<file path="config.mk">
export PLATFORM = sky130hd
export DESIGN_NAME = timer16_pwm
export DESIGN_NICKNAME = d
export VERILOG_FILES = /design/src/timer16_pkg.sv /design/src/timer16_pwm.sv
export VERILOG_INCLUDE_DIRS = /design/src
export SDC_FILE = /design/constraint.sdc
export NUM_CORES = 1
export LEC_CHECK = 0
export ABC_AREA = 1
export BUFFER_PORTS_ARGS = -buffer_cell sky130_fd_sc_hd__buf_2
export CAP_MARGIN = 30
export CORE_MARGIN = 8
export CORE_UTILIZATION = 50
export CTS_CLUSTER_SIZE = 14
export DETAILED_ROUTE_END_ITERATION = 10
export PLACE_DENSITY_LB_ADDON = 0.25
export SYNTH_ARGS = -nofsm -noshare
export SYNTH_HDL_FRONTEND = slang
export SYNTH_SLANG_ARGS = --single-unit
</file>
<file path="constraint.sdc">
create_clock -name sys_clk_i -period 4.9 [get_ports sys_clk_i]
set_input_delay 0.735 -clock sys_clk_i [delete_from_list [all_inputs] [get_ports sys_clk_i]]
set_output_delay 0.735 -clock sys_clk_i [all_outputs]
set_load 0.03 [all_outputs]
</file>
<file path="src/timer16_cfg.svh">
// Offsets, field positions, reset values and timing constants of the PWM timer
`ifndef TIMER16_CFG_SVH
`define TIMER16_CFG_SVH

`define T16_OFF_CTRL    8'h00
`define T16_OFF_COUNT   8'h04
`define T16_OFF_CMP_A   8'h08
`define T16_OFF_CMP_B   8'h0c
`define T16_OFF_CAPT    8'h10
`define T16_OFF_FLAGS   8'h14
`define T16_OFF_PINDIR  8'h18

`define T16_CTRL_WGM_LSB  0
`define T16_CTRL_CS_LSB   4
`define T16_CTRL_OMA_LSB  8
`define T16_CTRL_OMB_LSB  10

`define T16_FLAG_OVF   0
`define T16_FLAG_CMPA  1
`define T16_FLAG_CMPB  2
`define T16_FLAG_CAPT  3

`define T16_RST_CTRL   32'h0000_0000
`define T16_RST_WORD   16'h0000

`define T16_WGM_PC8    4'h1
`define T16_WGM_PC9    4'h2
`define T16_WGM_PC10   4'h3
`define T16_WGM_FP8    4'h5
`define T16_WGM_FP9    4'h6
`define T16_WGM_FP10   4'h7
`define T16_WGM_PCCAP  4'ha
`define T16_WGM_PCCMP  4'hb
`define T16_WGM_FPCAP  4'he
`define T16_WGM_FPCMP  4'hf

`define T16_TOP_8      16'h00ff
`define T16_TOP_9      16'h01ff
`define T16_TOP_10     16'h03ff
`define T16_TOP_MAX    16'hffff

`define T16_OM_OFF     2'h0
`define T16_OM_TOGGLE  2'h1
`define T16_OM_NONINV  2'h2
`define T16_OM_INV     2'h3

`define T16_DIV_1      10'h000
`define T16_DIV_8      10'h007
`define T16_DIV_64     10'h03f
`define T16_DIV_256    10'h0ff
`define T16_DIV_1024   10'h3ff

`endif

</file>
<file path="src/timer16_pkg.sv">
// Types shared by the PWM timer
package timer16_pkg;

  typedef enum logic [1:0]
  {
    DIR_UP   = 2'b01,
    DIR_DOWN = 2'b10
  } dir_state_type;

  typedef struct packed
  {
    logic capture;
    logic cmp_b;
    logic cmp_a;
    logic overflow;
  } flags_type;

  typedef struct packed
  {
    logic        sel;
    logic        enable;
    logic        write;
    logic [7:0]  addr;
    logic [31:0] wdata;
  } apb_req_type;

endpackage

</file>
<file path="src/timer16_pwm.sv">
// 16-bit timer with fast and phase-correct PWM behind an APB slave
//
// The implementer's own choices: the APB slave port and the address map.
`timescale 1ns/10ps
`include "timer16_cfg.svh"

module timer16_pwm #(
  parameter int CW = 16
) (
  input  wire logic              sys_clk_i,
  input  wire logic              reset_n_i,
  input  wire logic              psel_i,
  input  wire logic              penable_i,
  input  wire logic              pwrite_i,
  input  wire logic [7:0]        paddr_i,
  input  wire logic [31:0]       pwdata_i,
  output logic      [31:0]       prdata_o,
  output logic                   pready_o,
  output logic                   pslverr_o,
  output logic      [1:0]        compare_output_pin_o,
  output logic      [1:0]        compare_output_oe_o
);

  logic                  rst_meta_ff;
  logic                  rst_n_ff;
  timer16_pkg::apb_req_type req;
  logic                  pready_ff;
  logic                  pslverr_ff;
  logic [31:0]           prdata_ff;
  logic                  access;
  logic                  wr_en;
  logic                  mapped;
  logic [31:0]           nxt_rdata;
  logic [3:0]            waveform_mode_field_ff;
  logic [2:0]            clk_sel_ff;
  logic [1:0][1:0]       output_mode_field_ff;
  logic [1:0]            pin_direction_bit_ff;
  logic [1:0][CW-1:0]    compare_reg_n_ff;
  logic [1:0][CW-1:0]    cmp_act_ff;
  logic [CW-1:0]         capture_reg_ff;
  logic [CW-1:0]         count_value_ff;
  timer16_pkg::dir_state_type dir_ff;
  timer16_pkg::flags_type flags_ff;
  timer16_pkg::flags_type flag_set;
  timer16_pkg::flags_type flag_clr;
  logic [1:0]            wave_ff;
  logic [1:0]            oe_ff;
  logic [9:0]            pre_cnt_ff;
  logic [9:0]            pre_div;
  logic                  tick;
  logic                  is_fast;
  logic                  is_phase;
  logic                  fixed_top;
  logic                  cap_top;
  logic                  cmp_top;
  logic [CW-1:0]         top_val;
  logic                  at_top;
  logic                  at_bottom_down;
  logic                  load_cmp;
  logic                  up_phase;
  logic [CW-1:0]         wmask;
  logic [1:0]            match;

  // Reset release through two flops
  always_ff @(posedge sys_clk_i or negedge reset_n_i)
  begin
    if (!reset_n_i)
    begin
      rst_meta_ff <= 1'b0;
      rst_n_ff    <= 1'b0;
    end
    else
    begin
      rst_meta_ff <= 1'b1;
      rst_n_ff    <= rst_meta_ff;
    end
  end

  // One driver for the whole request, fields in struct order
  assign req = {psel_i, penable_i, pwrite_i, paddr_i, pwdata_i};

  // Waveform mode decode
  always_comb
  begin
    is_fast   = 1'b0;
    is_phase  = 1'b0;
    fixed_top = 1'b0;
    cap_top   = 1'b0;
    cmp_top   = 1'b0;
    top_val   = `T16_TOP_MAX;
    case (waveform_mode_field_ff)
      `T16_WGM_PC8, `T16_WGM_FP8:
      begin
        fixed_top = 1'b1;
        top_val   = `T16_TOP_8;
      end
      `T16_WGM_PC9, `T16_WGM_FP9:
      begin
        fixed_top = 1'b1;
        top_val   = `T16_TOP_9;
      end
      `T16_WGM_PC10, `T16_WGM_FP10:
      begin
        fixed_top = 1'b1;
        top_val   = `T16_TOP_10;
      end
      `T16_WGM_PCCAP, `T16_WGM_FPCAP:
      begin
        cap_top = 1'b1;
        top_val = capture_reg_ff;
      end
      `T16_WGM_PCCMP, `T16_WGM_FPCMP:
      begin
        cmp_top = 1'b1;
        top_val = cmp_act_ff[0];
      end
      default:
      begin
        top_val = `T16_TOP_MAX;
      end
    endcase
    case (waveform_mode_field_ff)
      `T16_WGM_FP8, `T16_WGM_FP9, `T16_WGM_FP10, `T16_WGM_FPCAP, `T16_WGM_FPCMP:
        is_fast = 1'b1;
      `T16_WGM_PC8, `T16_WGM_PC9, `T16_WGM_PC10, `T16_WGM_PCCAP, `T16_WGM_PCCMP:
        is_phase = 1'b1;
      default:
        is_fast = 1'b0;
    endcase
  end

  assign wmask          = fixed_top ? top_val : `T16_TOP_MAX;
  assign at_top         = (count_value_ff == top_val);
  assign at_bottom_down = (count_value_ff == '0) && (dir_ff == timer16_pkg::DIR_DOWN);
  assign up_phase       = (count_value_ff == '0) || ((dir_ff == timer16_pkg::DIR_UP) && !at_top);

  // Prescaler divide select
  always_comb
  begin
    case (clk_sel_ff)
      3'h1:    pre_div = `T16_DIV_1;
      3'h2:    pre_div = `T16_DIV_8;
      3'h3:    pre_div = `T16_DIV_64;
      3'h4:    pre_div = `T16_DIV_256;
      3'h5:    pre_div = `T16_DIV_1024;
      default: pre_div = `T16_DIV_1;
    endcase
  end

  assign tick = (clk_sel_ff != 3'h0) && (clk_sel_ff <= 3'h5) && (pre_cnt_ff >= pre_div);

  always_ff @(posedge sys_clk_i or negedge rst_n_ff)
  begin
    if (!rst_n_ff)
      pre_cnt_ff <= 10'h000;
    else if (tick || clk_sel_ff == 3'h0)
      pre_cnt_ff <= 10'h000;
    else
      pre_cnt_ff <= pre_cnt_ff + 10'h001;
  end

  // Buffer load point per mode
  always_comb
  begin
    if (is_fast)
      load_cmp = tick && at_top;
    else if (is_phase)
      load_cmp = tick && at_top && (dir_ff == timer16_pkg::DIR_UP);
    else
      load_cmp = 1'b1;
  end

  // Counter and direction
  always_ff @(posedge sys_clk_i or negedge rst_n_ff)
  begin
    if (!rst_n_ff)
    begin
      count_value_ff <= `T16_RST_WORD;
      dir_ff         <= timer16_pkg::DIR_UP;
    end
    else if (tick)
    begin
      case (dir_ff)
        timer16_pkg::DIR_UP:
        begin
          if (is_fast && at_top)
            count_value_ff <= '0;
          else if (is_phase && at_top)
          begin
            count_value_ff <= count_value_ff - 1'b1;
            dir_ff         <= timer16_pkg::DIR_DOWN;
          end
          else
            count_value_ff <= count_value_ff + 1'b1;
        end
        timer16_pkg::DIR_DOWN:
        begin
          if (!is_phase)
          begin
            count_value_ff <= count_value_ff + 1'b1;
            dir_ff         <= timer16_pkg::DIR_UP;
          end
          else if (count_value_ff == '0)
          begin
            count_value_ff <= count_value_ff + 1'b1;
            dir_ff         <= timer16_pkg::DIR_UP;
          end
          else
            count_value_ff <= count_value_ff - 1'b1;
        end
        default:
        begin
          count_value_ff <= '0;
          dir_ff         <= timer16_pkg::DIR_UP;
        end
      endcase
    end
  end

  // Active compare values
  always_ff @(posedge sys_clk_i or negedge rst_n_ff)
  begin
    if (!rst_n_ff)
      cmp_act_ff <= '0;
    else if (load_cmp)
      cmp_act_ff <= compare_reg_n_ff;
  end

  // Flag events
  always_comb
  begin
    match[0]          = tick && (count_value_ff == cmp_act_ff[0]);
    match[1]          = tick && (count_value_ff == cmp_act_ff[1]);
    flag_set          = '0;
    flag_set.cmp_a    = match[0];
    flag_set.cmp_b    = match[1];
    if (is_fast)
    begin
      flag_set.overflow = tick && at_top;
      flag_set.capture  = tick && at_top && cap_top;
      flag_set.cmp_a    = match[0] || (tick && at_top && cmp_top);
    end
    else if (is_phase)
    begin
      flag_set.overflow = tick && at_bottom_down;
      flag_set.capture  = load_cmp && cap_top;
      flag_set.cmp_a    = match[0] || (load_cmp && cmp_top);
    end
    else
      flag_set.overflow = tick && (count_value_ff == `T16_TOP_MAX);
  end

  assign flag_clr = (wr_en && req.addr == `T16_OFF_FLAGS) ? req.wdata[3:0] : 4'h0;

  // Write one to clear; a same-cycle event wins
  always_ff @(posedge sys_clk_i or negedge rst_n_ff)
  begin
    if (!rst_n_ff)
      flags_ff <= '0;
    else
      flags_ff <= (flags_ff & ~flag_clr) | flag_set;
  end

  // Waveform per compare channel
  for (genvar gi = 0; gi < 2; gi++)
  begin : g_wave
    logic toggle_ok;
    assign toggle_ok = (gi == 0) && (waveform_mode_field_ff == `T16_WGM_FPCMP
                                  || waveform_mode_field_ff == `T16_WGM_PCCMP);

    always_ff @(posedge sys_clk_i or negedge rst_n_ff)
    begin
      if (!rst_n_ff)
        wave_ff[gi] <= 1'b0;
      else
      begin
        case (output_mode_field_ff[gi])
          `T16_OM_TOGGLE:
          begin
            if (match[gi] && (toggle_ok || (!is_fast && !is_phase)))
              wave_ff[gi] <= ~wave_ff[gi];
          end
          `T16_OM_NONINV, `T16_OM_INV:
          begin
            if (is_fast)
            begin
              if (tick && at_top)
                wave_ff[gi] <= (output_mode_field_ff[gi] == `T16_OM_INV);
              else if (match[gi])
                wave_ff[gi] <= (output_mode_field_ff[gi] == `T16_OM_NONINV);
            end
            else if (is_phase)
            begin
              if (match[gi])
                wave_ff[gi] <= up_phase ^ (output_mode_field_ff[gi] == `T16_OM_NONINV);
            end
            else if (match[gi])
              wave_ff[gi] <= (output_mode_field_ff[gi] == `T16_OM_INV);
          end
          default:
            wave_ff[gi] <= 1'b0;
        endcase
      end
    end

    always_ff @(posedge sys_clk_i or negedge rst_n_ff)
    begin
      if (!rst_n_ff)
        oe_ff[gi] <= 1'b0;
      else
        oe_ff[gi] <= pin_direction_bit_ff[gi] && (output_mode_field_ff[gi] != `T16_OM_OFF);
    end
  end

  assign compare_output_pin_o = wave_ff;
  assign compare_output_oe_o  = oe_ff;

  // APB slave
  assign access = req.sel && req.enable;
  assign wr_en  = access && pready_ff && req.write;

  always_comb
  begin
    mapped = 1'b1;
    case (req.addr)
      `T16_OFF_CTRL:
        nxt_rdata = {20'h0, output_mode_field_ff, 1'b0, clk_sel_ff, waveform_mode_field_ff};
      `T16_OFF_COUNT:  nxt_rdata = {16'h0, count_value_ff};
      `T16_OFF_CMP_A:  nxt_rdata = {16'h0, compare_reg_n_ff[0]};
      `T16_OFF_CMP_B:  nxt_rdata = {16'h0, compare_reg_n_ff[1]};
      `T16_OFF_CAPT:   nxt_rdata = {16'h0, capture_reg_ff};
      `T16_OFF_FLAGS:  nxt_rdata = {28'h0, flags_ff};
      `T16_OFF_PINDIR: nxt_rdata = {30'h0, pin_direction_bit_ff};
      default:
      begin
        nxt_rdata = 32'h0000_0000;
        mapped    = 1'b0;
      end
    endcase
  end

  always_ff @(posedge sys_clk_i or negedge rst_n_ff)
  begin
    if (!rst_n_ff)
    begin
      pready_ff  <= 1'b0;
      pslverr_ff <= 1'b0;
      prdata_ff  <= 32'h0000_0000;
    end
    else
    begin
      pready_ff  <= access && !pready_ff;
      pslverr_ff <= access && !pready_ff && !mapped;
      if (access && !pready_ff && !req.write)
        prdata_ff <= nxt_rdata;
    end
  end

  assign prdata_o  = prdata_ff;
  assign pready_o  = pready_ff;
  assign pslverr_o = pslverr_ff;

  // Control registers
  always_ff @(posedge sys_clk_i or negedge rst_n_ff)
  begin
    if (!rst_n_ff)
    begin
      waveform_mode_field_ff <= 4'h0;
      clk_sel_ff             <= 3'h0;
      output_mode_field_ff   <= '0;
      pin_direction_bit_ff   <= 2'h0;
    end
    else if (wr_en && req.addr == `T16_OFF_CTRL)
    begin
      waveform_mode_field_ff  <= req.wdata[`T16_CTRL_WGM_LSB +: 4];
      clk_sel_ff              <= req.wdata[`T16_CTRL_CS_LSB +: 3];
      output_mode_field_ff[0] <= req.wdata[`T16_CTRL_OMA_LSB +: 2];
      output_mode_field_ff[1] <= req.wdata[`T16_CTRL_OMB_LSB +: 2];
    end
    else if (wr_en && req.addr == `T16_OFF_PINDIR)
      pin_direction_bit_ff <= req.wdata[1:0];
  end

  // Compare buffers and capture register
  always_ff @(posedge sys_clk_i or negedge rst_n_ff)
  begin
    if (!rst_n_ff)
    begin
      compare_reg_n_ff <= '0;
      capture_reg_ff   <= `T16_RST_WORD;
    end
    else if (wr_en)
    begin
      if (req.addr == `T16_OFF_CMP_A)
        compare_reg_n_ff[0] <= req.wdata[CW-1:0] & wmask;
      if (req.addr == `T16_OFF_CMP_B)
        compare_reg_n_ff[1] <= req.wdata[CW-1:0] & wmask;
      if (req.addr == `T16_OFF_CAPT)
        capture_reg_ff <= req.wdata[CW-1:0];
    end
  end

endmodule

</file>
### Yosys cells after proc, flatten, opt, wreduce, memory -nomap -nowiden

Index checks and enable logic that the tools add are counted.

* flip-flop bits (word level): 165
* output and inout bits: 38

* $add $sub $neg: 3
* magnitude comparators: 2
* eq/ne operators: 41
* multiplexer cells: 45
* bitwise operators: 9
* reduce and logical (&&, ||, !) cells: 66

Operator list (count)
* 16-bit one-hot mux with 7 select lines: 1
* 16-bit 2-to-1 mux: 5
* 16-bit one-hot mux with 5 select lines: 1
* 16-bit equality test: 3
* 10-bit one-hot mux with 4 select lines: 1
* 16-bit one-hot mux with 2 select lines: 1
* 1-bit logical AND: 30
* 1-bit 2-to-1 mux: 26
* 8-bit by 5-bit equality test with 1-bit output (second input constant): 3
* 16-bit by 1-bit adder with 16-bit output (second input constant): 1
* 16-bit AND: 1
* 16-bit equality test (second input constant): 1
* 4-bit equality test (second input constant): 4
* 8-bit by 4-bit equality test with 1-bit output (second input constant): 2
* 16-bit zero test: 1
* 16-bit by 1-bit subtractor with 16-bit output (second input constant): 1
* 3-bit inequality test (second input constant): 5
* 2-bit OR reduction: 7
* 4-bit by 3-bit equality test with 1-bit output (second input constant): 3
* 10-bit by 1-bit adder with 10-bit output (second input constant): 1
* 2-bit equality test (second input constant): 5
* 10-bit >= comparator: 1
* 10-bit 2-to-1 mux: 1
* 2-bit 2-to-1 mux: 5
* other kinds (29): 56

### Longest topological paths before layout

Gate-level depths: netlist of run 1.

* depth in word-level cells: 13
* depth in mapped cells: 18
* gate-level depth less buffers: 18

### Worst setup path after synthesis of run 1

Ideal clock, no wire load.

* kind: flip-flop to flip-flop
* start: reg clk_sel_ff[1]
* end: reg wave_ff[0], in the netlist compare_output_pin_o[0]
* setup time: 0.121 ns
* arrival: 2.357 ns
* required time: 4.779 ns
* slack: 2.422 ns
* stages on the path, launching flop included: 17
* clock period less this slack: 2.478 ns
* path through: dfrtp_1 -> inv_1 -> ha_1 -> a31oi_1 -> ha_1 -> nand2_1 -> o21ai_0 -> nand2_1 -> nand4_1 -> nand2_1 -> inv_1 -> clkbuf_1 -> nand2_1 -> nand3_1 -> nand3_1 -> nor2_1 -> a21oi_1

* word-level cells in the longest chain between the ends: 8
* elaborated cells between the ends (all ways): 20
* those cells by class: 2 x order compare; 7 x eq/ne; 4 x mux; 7 x reduce/logical

Ends and longest elaborated chain
* start: declaration: line timer16_pwm.sv:35 `logic [2:0] clk_sel_ff;`
* start signal: assignment: line timer16_pwm.sv:376 `` clk_sel_ff <= req.wdata[`T16_CTRL_CS_LSB +: 3]; ``
* 3-bit equality test / 3-bit by 2-bit equality test with 1-bit output (equally long branches): line timer16_pwm.sv:140 `case (clk_sel_ff)`
* 10-bit one-hot mux with 4 select lines: line timer16_pwm.sv:140
* 10-bit >= comparator: line timer16_pwm.sv:150 `assign tick = (clk_sel_ff != 3'h0) && (clk_sel_ff <= 3'h5) && (pre_cnt_ff >= pre_div);`
* 1-bit logical AND (*): line timer16_pwm.sv:150
* 1-bit logical AND (on tied branches): line timer16_pwm.sv:287, timer16_pwm.sv:232
* 1-bit 2-to-1 mux / 1-bit logical AND (equally long branches): line timer16_pwm.sv:287, timer16_pwm.sv:280
* 1-bit 2-to-1 mux / 2-bit inequality test (equally long branches)
* 1-bit one-hot mux with 2 select lines / 3-bit AND reduction (equally long branches)
* end signal: indexed assignment: line timer16_pwm.sv:281 `wave_ff[gi] <= ~wave_ff[gi];`
* end signal: indexed assignment: line timer16_pwm.sv:288 `` wave_ff[gi] <= (output_mode_field_ff[gi] == `T16_OM_INV); ``
* end signal: indexed assignment: line timer16_pwm.sv:290 `` wave_ff[gi] <= (output_mode_field_ff[gi] == `T16_OM_NONINV); ``
* end: declaration: line timer16_pwm.sv:46 `logic [1:0] wave_ff;`

Mark *: on every way between the ends. The rest lies on a longest branch, timed or not.
A chain may end at the register's enable or synchronous reset.

### Worst setup path in the final report of run 1

* start: reg waveform_mode_field_ff[3]
* end: reg cmp_act_ff[19] in the netlist's numbering

* word-level cells in the longest chain between the ends: 8
* elaborated cells between the ends (all ways): 25
* those cells by class: 11 x eq/ne; 5 x mux; 9 x reduce/logical

Ends and longest elaborated chain
* start: declaration: line timer16_pwm.sv:34 `logic [3:0] waveform_mode_field_ff;`
* start signal: assignment: line timer16_pwm.sv:375 `` waveform_mode_field_ff <= req.wdata[`T16_CTRL_WGM_LSB +: 4]; ``
* 4-bit equality test (tied with other cells): line timer16_pwm.sv:91, timer16_pwm.sv:122
* 2-bit OR reduction (on tied branches)
* 16-bit one-hot mux with 5 select lines: line timer16_pwm.sv:91 `case (waveform_mode_field_ff)`
* 16-bit equality test: line timer16_pwm.sv:133 `assign at_top = (count_value_ff == top_val);`
* 1-bit logical AND: line timer16_pwm.sv:166, timer16_pwm.sv:168
* 1-bit logical AND: line timer16_pwm.sv:168 `load_cmp = tick && at_top && (dir_ff == timer16_pkg::DIR_UP);`
* 1-bit 2-to-1 mux: line timer16_pwm.sv:167 `else if (is_phase)`
* 1-bit 2-to-1 mux (*): line timer16_pwm.sv:165 `if (is_fast)`
* end signal: assignment: line timer16_pwm.sv:226 `cmp_act_ff <= compare_reg_n_ff;`
* end: declaration: line timer16_pwm.sv:39 `logic [1:0][CW-1:0] cmp_act_ff;`

Marked as above.

==> impl_metrics.json, run 1 <==
{
  "htree_levels": 4,
  "finalClockSkew_ns": 0.00990,
  "synthTopCellsByArea": "dfrtp_1 (41%), nand2_1 (15%), inv_1 (5.1%), o21ai_0 (5.1%), nand3_1 (4.5%)",
  "outcome": "completed",
  "fmax_mhz": 292,
  "rr_worst_depth": 16,
  "power_frac_comb": 0.190,
  "antenna_cells": 0,
  "crit_slowest_cell": "nand2_1",
  "setup_ws_ns": 1.47,
  "tritoncts": "built",
  "port_buffers": 50,
  "ys_seq_area_frac": 0.410,
  "internal_power_w": 0.00221,
  "dp.cells": 1490,
  "syn_inst": 1252,
  "vias": 8515,
  "die_x_um": 151,
  "ctsResizeCount": 0,
  "fill_cells": 1698,
  "maxSlewHeadroom": 0.500,
  "yosys_register_bits": 149,
  "min_period_over_period": 0.700,
  "final_net_count": 1342,
  "syn_to_final_growth_pct": 10.3,
  "period_needed_ns": 3.43,
  "multiInputGateArea_um2": 4520,
  "design_power_total_w": 0.00334,
  "grt_pass1_wl_um": 42200,
  "post-synth-top-area-fraction": 0.407,
  "synth_top_cell_by_area": "dfrtp_1",
  "tightestPinTransition_ns": 0.748,
  "grt_max_degree": 71,
  "regToRegEndpoint": "cmp_act_ff[19]",
  "antenna_left": 0,
  "synth_cell_types": 45,
  "cp_cell_sequence": "buf_4 > inv_2 > nand2_1 > nand2_1 > nand3_1 > nand2_1 > nand2_1 > nor2_1 > nand2_1 > nor2_4 > nand2_2 > nor2_2 > o21ai_2 > nand2_4 > nand2_1 > o21ai_1",
  "setup_tns_ns": 0,
  "ctsHoldBuffers": 0,
  "cp-end-kind": "flop",
  "syn-cell-area_um2": 9100,
  "core_area_um2": 17900,
  "maxCapViolations": 0,
  "grt_overflow_total": 0,
  "cellLeakagePower_nw": 4.70,
  "synth_edf_count": 0,
  "startpoint_type": "flop",
  "antenna_found_initial": 0,
  "worstSetupPathType": "flop to flop",
  "pre_cts_slack_ns": 1.48,
  "synth_warnings": 0,
  "reg2reg_slack_ns": 1.47,
  "grt_use_total": 0.235,
  "rows": 49,
  "power_density_nw_per_um2": 333,
  "rsz0062_at_grt": "false",
  "clk-insertion-delay-late_ns": 0.44,
  "drt_iter0_drc": 838,
  "p_clk_frac": 0.396,
  "wirelength_um": 25800,
  "dieHeight_um": 151,
  "finalSetupViolations": 0,
  "drc": 0,
  "hpwl_um": 18700,
  "clk_pin_slew_worst_paths_ns": 0.07,
  "syn_area_per_cell_um2": 7.27,
  "rr_startpoint": "waveform_mode_field_ff[3]",
  "final_common_cell": "nand2_1",
  "cp.required_ns": 5.24,
  "cts_buffers": 17,
  "cts_setup_buffers": 0,
  "clockRootBuffer": "clkbuf_16",
  "switching_share": 0.338,
  "pin_count": 83,
  "synthArstFlopShare": 1.00,
  "grt_pass1_vias": 8075,
  "viasPerCell": 5.59,
  "cts.path.max_buffers": 2,
  "synthFlopType": "dfrtp_1",
  "whs_ns": 0.0629,
  "p_switching_w": 0.00113,
  "cp_num_buf_inv": 2,
  "worstHoldPathType": "input pin to async pin",
  "dieArea_um2": 22800,
  "finalHoldViolCount": 0,
  "cts_sinks": 149,
  "initial_core_util": 0.508,
  "slew_violations": 0,
  "startpoint": "waveform_mode_field_ff[3]",
  "final_cell_mix": "nand2_1 (374), dfrtp_1 (147), inv_1 (123)",
  "drive_above_1_share": 0.0959,
  "crit_family": "simple AND/OR/NAND/NOR gates",
  "cp_max_fo": 64,
  "critPathMaxStageDelay_ns": 0.59,
  "arrival_ns": 3.77,
  "gp_congestion": 0.980,
  "ir_drop_v": 0.000264,
  "stdcell_count": 1522,
  "cpMostUsedCell": "nand2_1",
  "wl_per_cell_um": 16.9,
  "seqCellArea_um2": 3730,
  "seqPwrFrac": 0.413,
  "drt_pass1_iterations": 6
}
[cell usage after synthesis, types with 14 or more instances]
| cell type | instances |
|---|---|
| nand2_1 | 374 |
| dfrtp_1 | 148 |
| inv_1 | 123 |
| o21ai_0 | 92 |
| nor2_1 | 87 |
| nand3_1 | 82 |
| nand4_1 | 45 |
| xor2_1 | 36 |
| o21ai_1 | 34 |
| a21oi_1 | 32 |
| clkbuf_1 | 30 |
| buf_4 | 23 |
| nor3_1 | 22 |
| ha_1 | 17 |
| o22ai_1 | 14 |
[layer usage]
layer  track usage  share of wire  vias to the layer above
met1         0.322           0.45                     3987
met2         0.367           0.46                      353
li1              -              -                     4129
met5             0              0                        -
met3        0.0448          0.072                       46
met4        0.0826          0.019                        0
[cell type report]
type                            instances  area share
Clock buffer                           18      0.0428
Clock inverter                         14      0.0160
Inverter                              133      0.0497
Multi-Input combinational cell        916       0.451
Sequential cell                       149       0.372
Tap cell                              229      0.0285
Timing Repair Buffer                   63      0.0403
[how the worst max path moves through the flow]
stage                                      to  slack (ns)  cells past startpoint
final                          cmp_act_ff[19]        1.47                     16
after global routing           cmp_act_ff[19]        1.23                     16
after CTS                      cmp_act_ff[19]        1.54                     16
after detailed placement  compare_reg_n_ff[3]        1.48                     11
after global placement    compare_reg_n_ff[7]        1.56                     11
after floorplan             capture_reg_ff[0]        0.44                      0
[worst reg2reg max path, cell delays in order, from the launching register on]
cell	delay, ns
dfrtp_1	0.36
buf_4	0.21
inv_2	0.15
nand2_1	0.12
nand2_1	0.59
nand3_1	0.22
nand2_1	0.11
nand2_1	0.07
nor2_1	0.11
nand2_1	0.09
nor2_4	0.16
nand2_2	0.07
nor2_2	0.09
o21ai_2	0.09
nand2_4	0.54
nand2_1	0.22
o21ai_1	0.13
[kinds of logic after synthesis]
logic type,after synthesis,share of synthesized area
AO/OA/AOI/OAI,208,0.129
XOR/XNOR,42,0.0404
adder cells (fa/ha/maj),17,0.0234
buffers and inverters,202,0.0991
flip-flops,149,0.410
other,2,0.000825
AND/OR/NAND/NOR,632,0.297
[stage by stage]
stage                     utilization  cell area (um^2)
after detailed placement        0.528              9450
after global routing            0.561             10000
final                           0.561             10000
after CTS                       0.561             10000
after floorplan                     -              9160
after global placement          0.524              9380
[registers in the layout, summed over array words and instances, names as in the netlist]
name,flops
pin_direction_bit_ff,2
compare_reg_n_ff,32
capture_reg_ff,16
rst_meta_ff,1
pre_cnt_ff,10
output_mode_field_ff,4
cmp_act_ff,32
clk_sel_ff,3
compare_output_oe_o,2
pready_o,1
compare_output_pin_o,2
waveform_mode_field_ff,4
flags_ff,4
pslverr_o,1
count_value_ff,16
prdata_o,16
rst_n_ff,1
dir_ff,2
[power by group through the flow]
stage,clock (W),combinational [W],sequential [W]
after detailed placement,0,0.000627,0.00140
final,0.00132,0.000636,0.00138
after global routing,0.00139,0.000713,0.00139
after global placement,0,0.000602,0.00141
after floorplan,0,0.000534,0.00134
after CTS,0.00133,0.000630,0.00138
Note: power is estimated with default switching activity, not from simulation.
==> run 2: changes to the inputs <==
==> constraint.sdc (replaced) <==
create_clock -name sys_clk_i -period 3.1 [get_ports sys_clk_i]
set_input_delay 0.465 -clock sys_clk_i [delete_from_list [all_inputs] [get_ports sys_clk_i]]
set_output_delay 0.465 -clock sys_clk_i [all_outputs]
set_load 0.03 [all_outputs]
==> run 2 against run 1 <==
  * Hold slack gained 0.19 ns
  * First-iteration DRC count grew 15%
  * Maximum frequency grew 20%
  * Clock skew shrank 0.00087 ns
  * Sequential power grew 58%
  * Largest power group unchanged
  * Global-route usage grew 0.26 points
  * Sequential cell count is the same
  * Clock-buffer cell count is the same
  * Wire length grew 2.9%
  * Register-to-register slack lost 1.2 ns
  * Clock power grew 61%
  * Sequential share of layout area shrank 0.49 points
==> impl_metrics.json, run 2 (same netlist as run 1, synthesis figures left out) <==
{
  "grt_use_total": 0.238,
  "ir_drop_v": 0.000430,
  "tightestPinTransition_ns": 0.762,
  "largestRegisters": "cmp_act_ff (32), compare_reg_n_ff (32)",
  "drt_pass1_iterations": 5,
  "period_needed_ns": 2.86,
  "worstHoldPathType": "input pin to flop",
  "startpoint": "clk_sel_ff[1]",
  "cpMostUsedCell": "nand3_1",
  "met2_usage": 0.377,
  "power_frac_comb": 0.196,
  "seqCellArea_um2": 3730,
  "design_power_total_w": 0.00535,
  "p_switching_w": 0.00182,
  "crit_slowest_cell": "dfrtp_2",
  "dieHeight_um": 151,
  "antenna_cells": 0,
  "internal_power_w": 0.00353,
  "final_cell_mix": "nand2_1 (373), dfrtp_1 (146), inv_1 (123)",
  "maxSlewHeadroom": 0.490,
  "hpwl_um": 19500,
  "cp-end-kind": "flop",
  "cts_setup_buffers": 0,
  "finalHoldViolCount": 0,
  "regToRegEndpoint": "compare_output_pin_o[0]",
  "gp_congestion": 0.945,
  "fill_cells": 1673,
  "reg2reg_slack_ns": 0.24,
  "setup_tns_ns": 0,
  "rows": 49,
  "cp_num_buf_inv": 4,
  "final_net_count": 1359,
  "finalSetupViolations": 0,
  "wirelength_um": 26500,
  "arrival_ns": 3.21,
  "clk-insertion-delay-late_ns": 0.44,
  "cp_cell_sequence": "inv_1 > ha_1 > a31oi_2 > ha_1 > a21oi_1 > o21ai_0 > nand2_1 > nand4_1 > nand2_2 > buf_4 > inv_1 > buf_4 > nand3_1 > nand3_1 > nand3_1 > nor2_1 > a21oi_1",
  "cp_num_cells": 17,
  "initial_core_util": 0.508,
  "antenna_left": 0,
  "port_buffers": 50,
  "switching_share": 0.341,
  "setup_ws_ns": 0.238,
  "cts_sinks": 149,
  "gr-usage-met1": 0.323,
  "drt_iter0_drc": 964,
  "grt_pass1_wl_um": 42900,
  "cts_buffers": 17,
  "rr_worst_depth": 17,
  "dp.cells": 1506,
  "final_common_cell": "nand2_1",
  "antenna_found_initial": 0,
  "outcome": "completed",
  "drc": 0,
  "core_area_um2": 17900,
  "use_met3": 0.0433,
  "multiInputGateArea_um2": 4540,
  "crit_family": "simple AND/OR/NAND/NOR gates",
  "clockRootBuffer": "clkbuf_16",
  "finalClockSkew_ns": 0.00903,
  "worstSetupPathType": "flop to flop",
  "dieArea_um2": 22800,
  "fmax_mhz": 349,
  "clk_pin_slew_worst_paths_ns": 0.07,
  "slew_violations": 0,
  "stdcell_count": 1539,
  "tritoncts": "built",
  "power_density_nw_per_um2": 526,
  "hold_path_depth": 3,
  "grt_pass1_vias": 8470,
  "vias": 8772,
  "htree_levels": 4,
  "syn_to_final_growth_pct": 11.8,
  "min_period_over_period": 0.923,
  "grt_max_degree": 66,
  "p_clk_frac": 0.397,
  "grt.busiest_layer": "met2",
  "die_x_um": 151,
  "cp_max_fo": 7,
  "startpoint_type": "flop",
  "cp.required_ns": 3.45,
  "crit_end": "compare_output_pin_o[0]",
  "wl_per_cell_um": 17.2,
  "rsz0062_at_grt": "false",
  "critPathMaxStageDelay_ns": 0.41,
  "cellLeakagePower_nw": 4.78,
  "maxCapViolations": 0,
  "cts.path.max_buffers": 2,
  "drive_above_1_share": 0.111,
  "viasPerCell": 5.70,
  "grt_overflow_total": 0,
  "pre_cts_slack_ns": 0.112,
  "seqPwrFrac": 0.407,
  "rr_startpoint": "clk_sel_ff[1]",
  "pin_count": 83
}
==> run 2: how the worst min path moves through the flow <==
stage	slack (ns)	from	endpoint
global route	0.28	pwdata_i[4]	compare_reg_n_ff[4]
global placement	0.25	reset_n_i	rst_meta_ff
CTS	0.25	pwdata_i[5]	compare_reg_n_ff[21]
detailed placement	0.25	reset_n_i	rst_meta_ff
finish	0.25	pwdata_i[5]	compare_reg_n_ff[21]
floorplan	0.17	reset_n_i	rst_meta_ff
==> run 2: area by class of cell <==
cell class,count,share of cell area
Multi-Input combinational cell,916,0.446
Timing Repair Buffer,80,0.0508
Sequential cell,149,0.367
Tap cell,229,0.0282
Clock inverter,14,0.0156
Clock buffer,18,0.0432
Inverter,133,0.0491
==> run 2: repair_timing <==
| action | 4_1_cts | 5_1_grt |
|---|---|---|
| hold buffers | 1 | 0 |
| resized for setup | 0 | 4 |
| hold endpoints to repair | 2 | 0 |
| setup endpoints to repair | 0 | 7 |
==> run 2: per-stage QoR <==
step / hold slack, ns / cell area (um^2) / util
floorplan: 0.169 / 9160 / -
global placement: 0.250 / 9530 / 0.533
detailed placement: 0.252 / 9550 / 0.533
CTS: 0.251 / 10200 / 0.567
global route: 0.281 / 10200 / 0.568
finish: 0.251 / 10200 / 0.568
==> run 2: worst register-to-register path: cells and delay by family, from the launching register on <==
kind / cells / cell delay (ns)
AOI/OAI and AO/OA: 4 / 0.62
and+or+nand+nor: 7 / 0.72
adders and majority gates: 2 / 0.54
buffers and inverters: 4 / 0.50
DFF: 1 / 0.41
==> run 2: power by group through the flow <==
stage	Combinational (W)	Sequential, W	Clock (W)
finish	0.00105	0.00218	0.00212
global placement	0.00101	0.00221	0
CTS	0.00104	0.00217	0.00213
floorplan	0.000844	0.00212	0
global route	0.00117	0.00219	0.00220
detailed placement	0.00103	0.00221	0
==> run 2: routing by layer <==
layer / wire [um] / part of all wire
met5: 0 / 0
met4: 558 / 0.021
met3: 2000 / 0.075
met2: 12100 / 0.46
met1: 11900 / 0.45
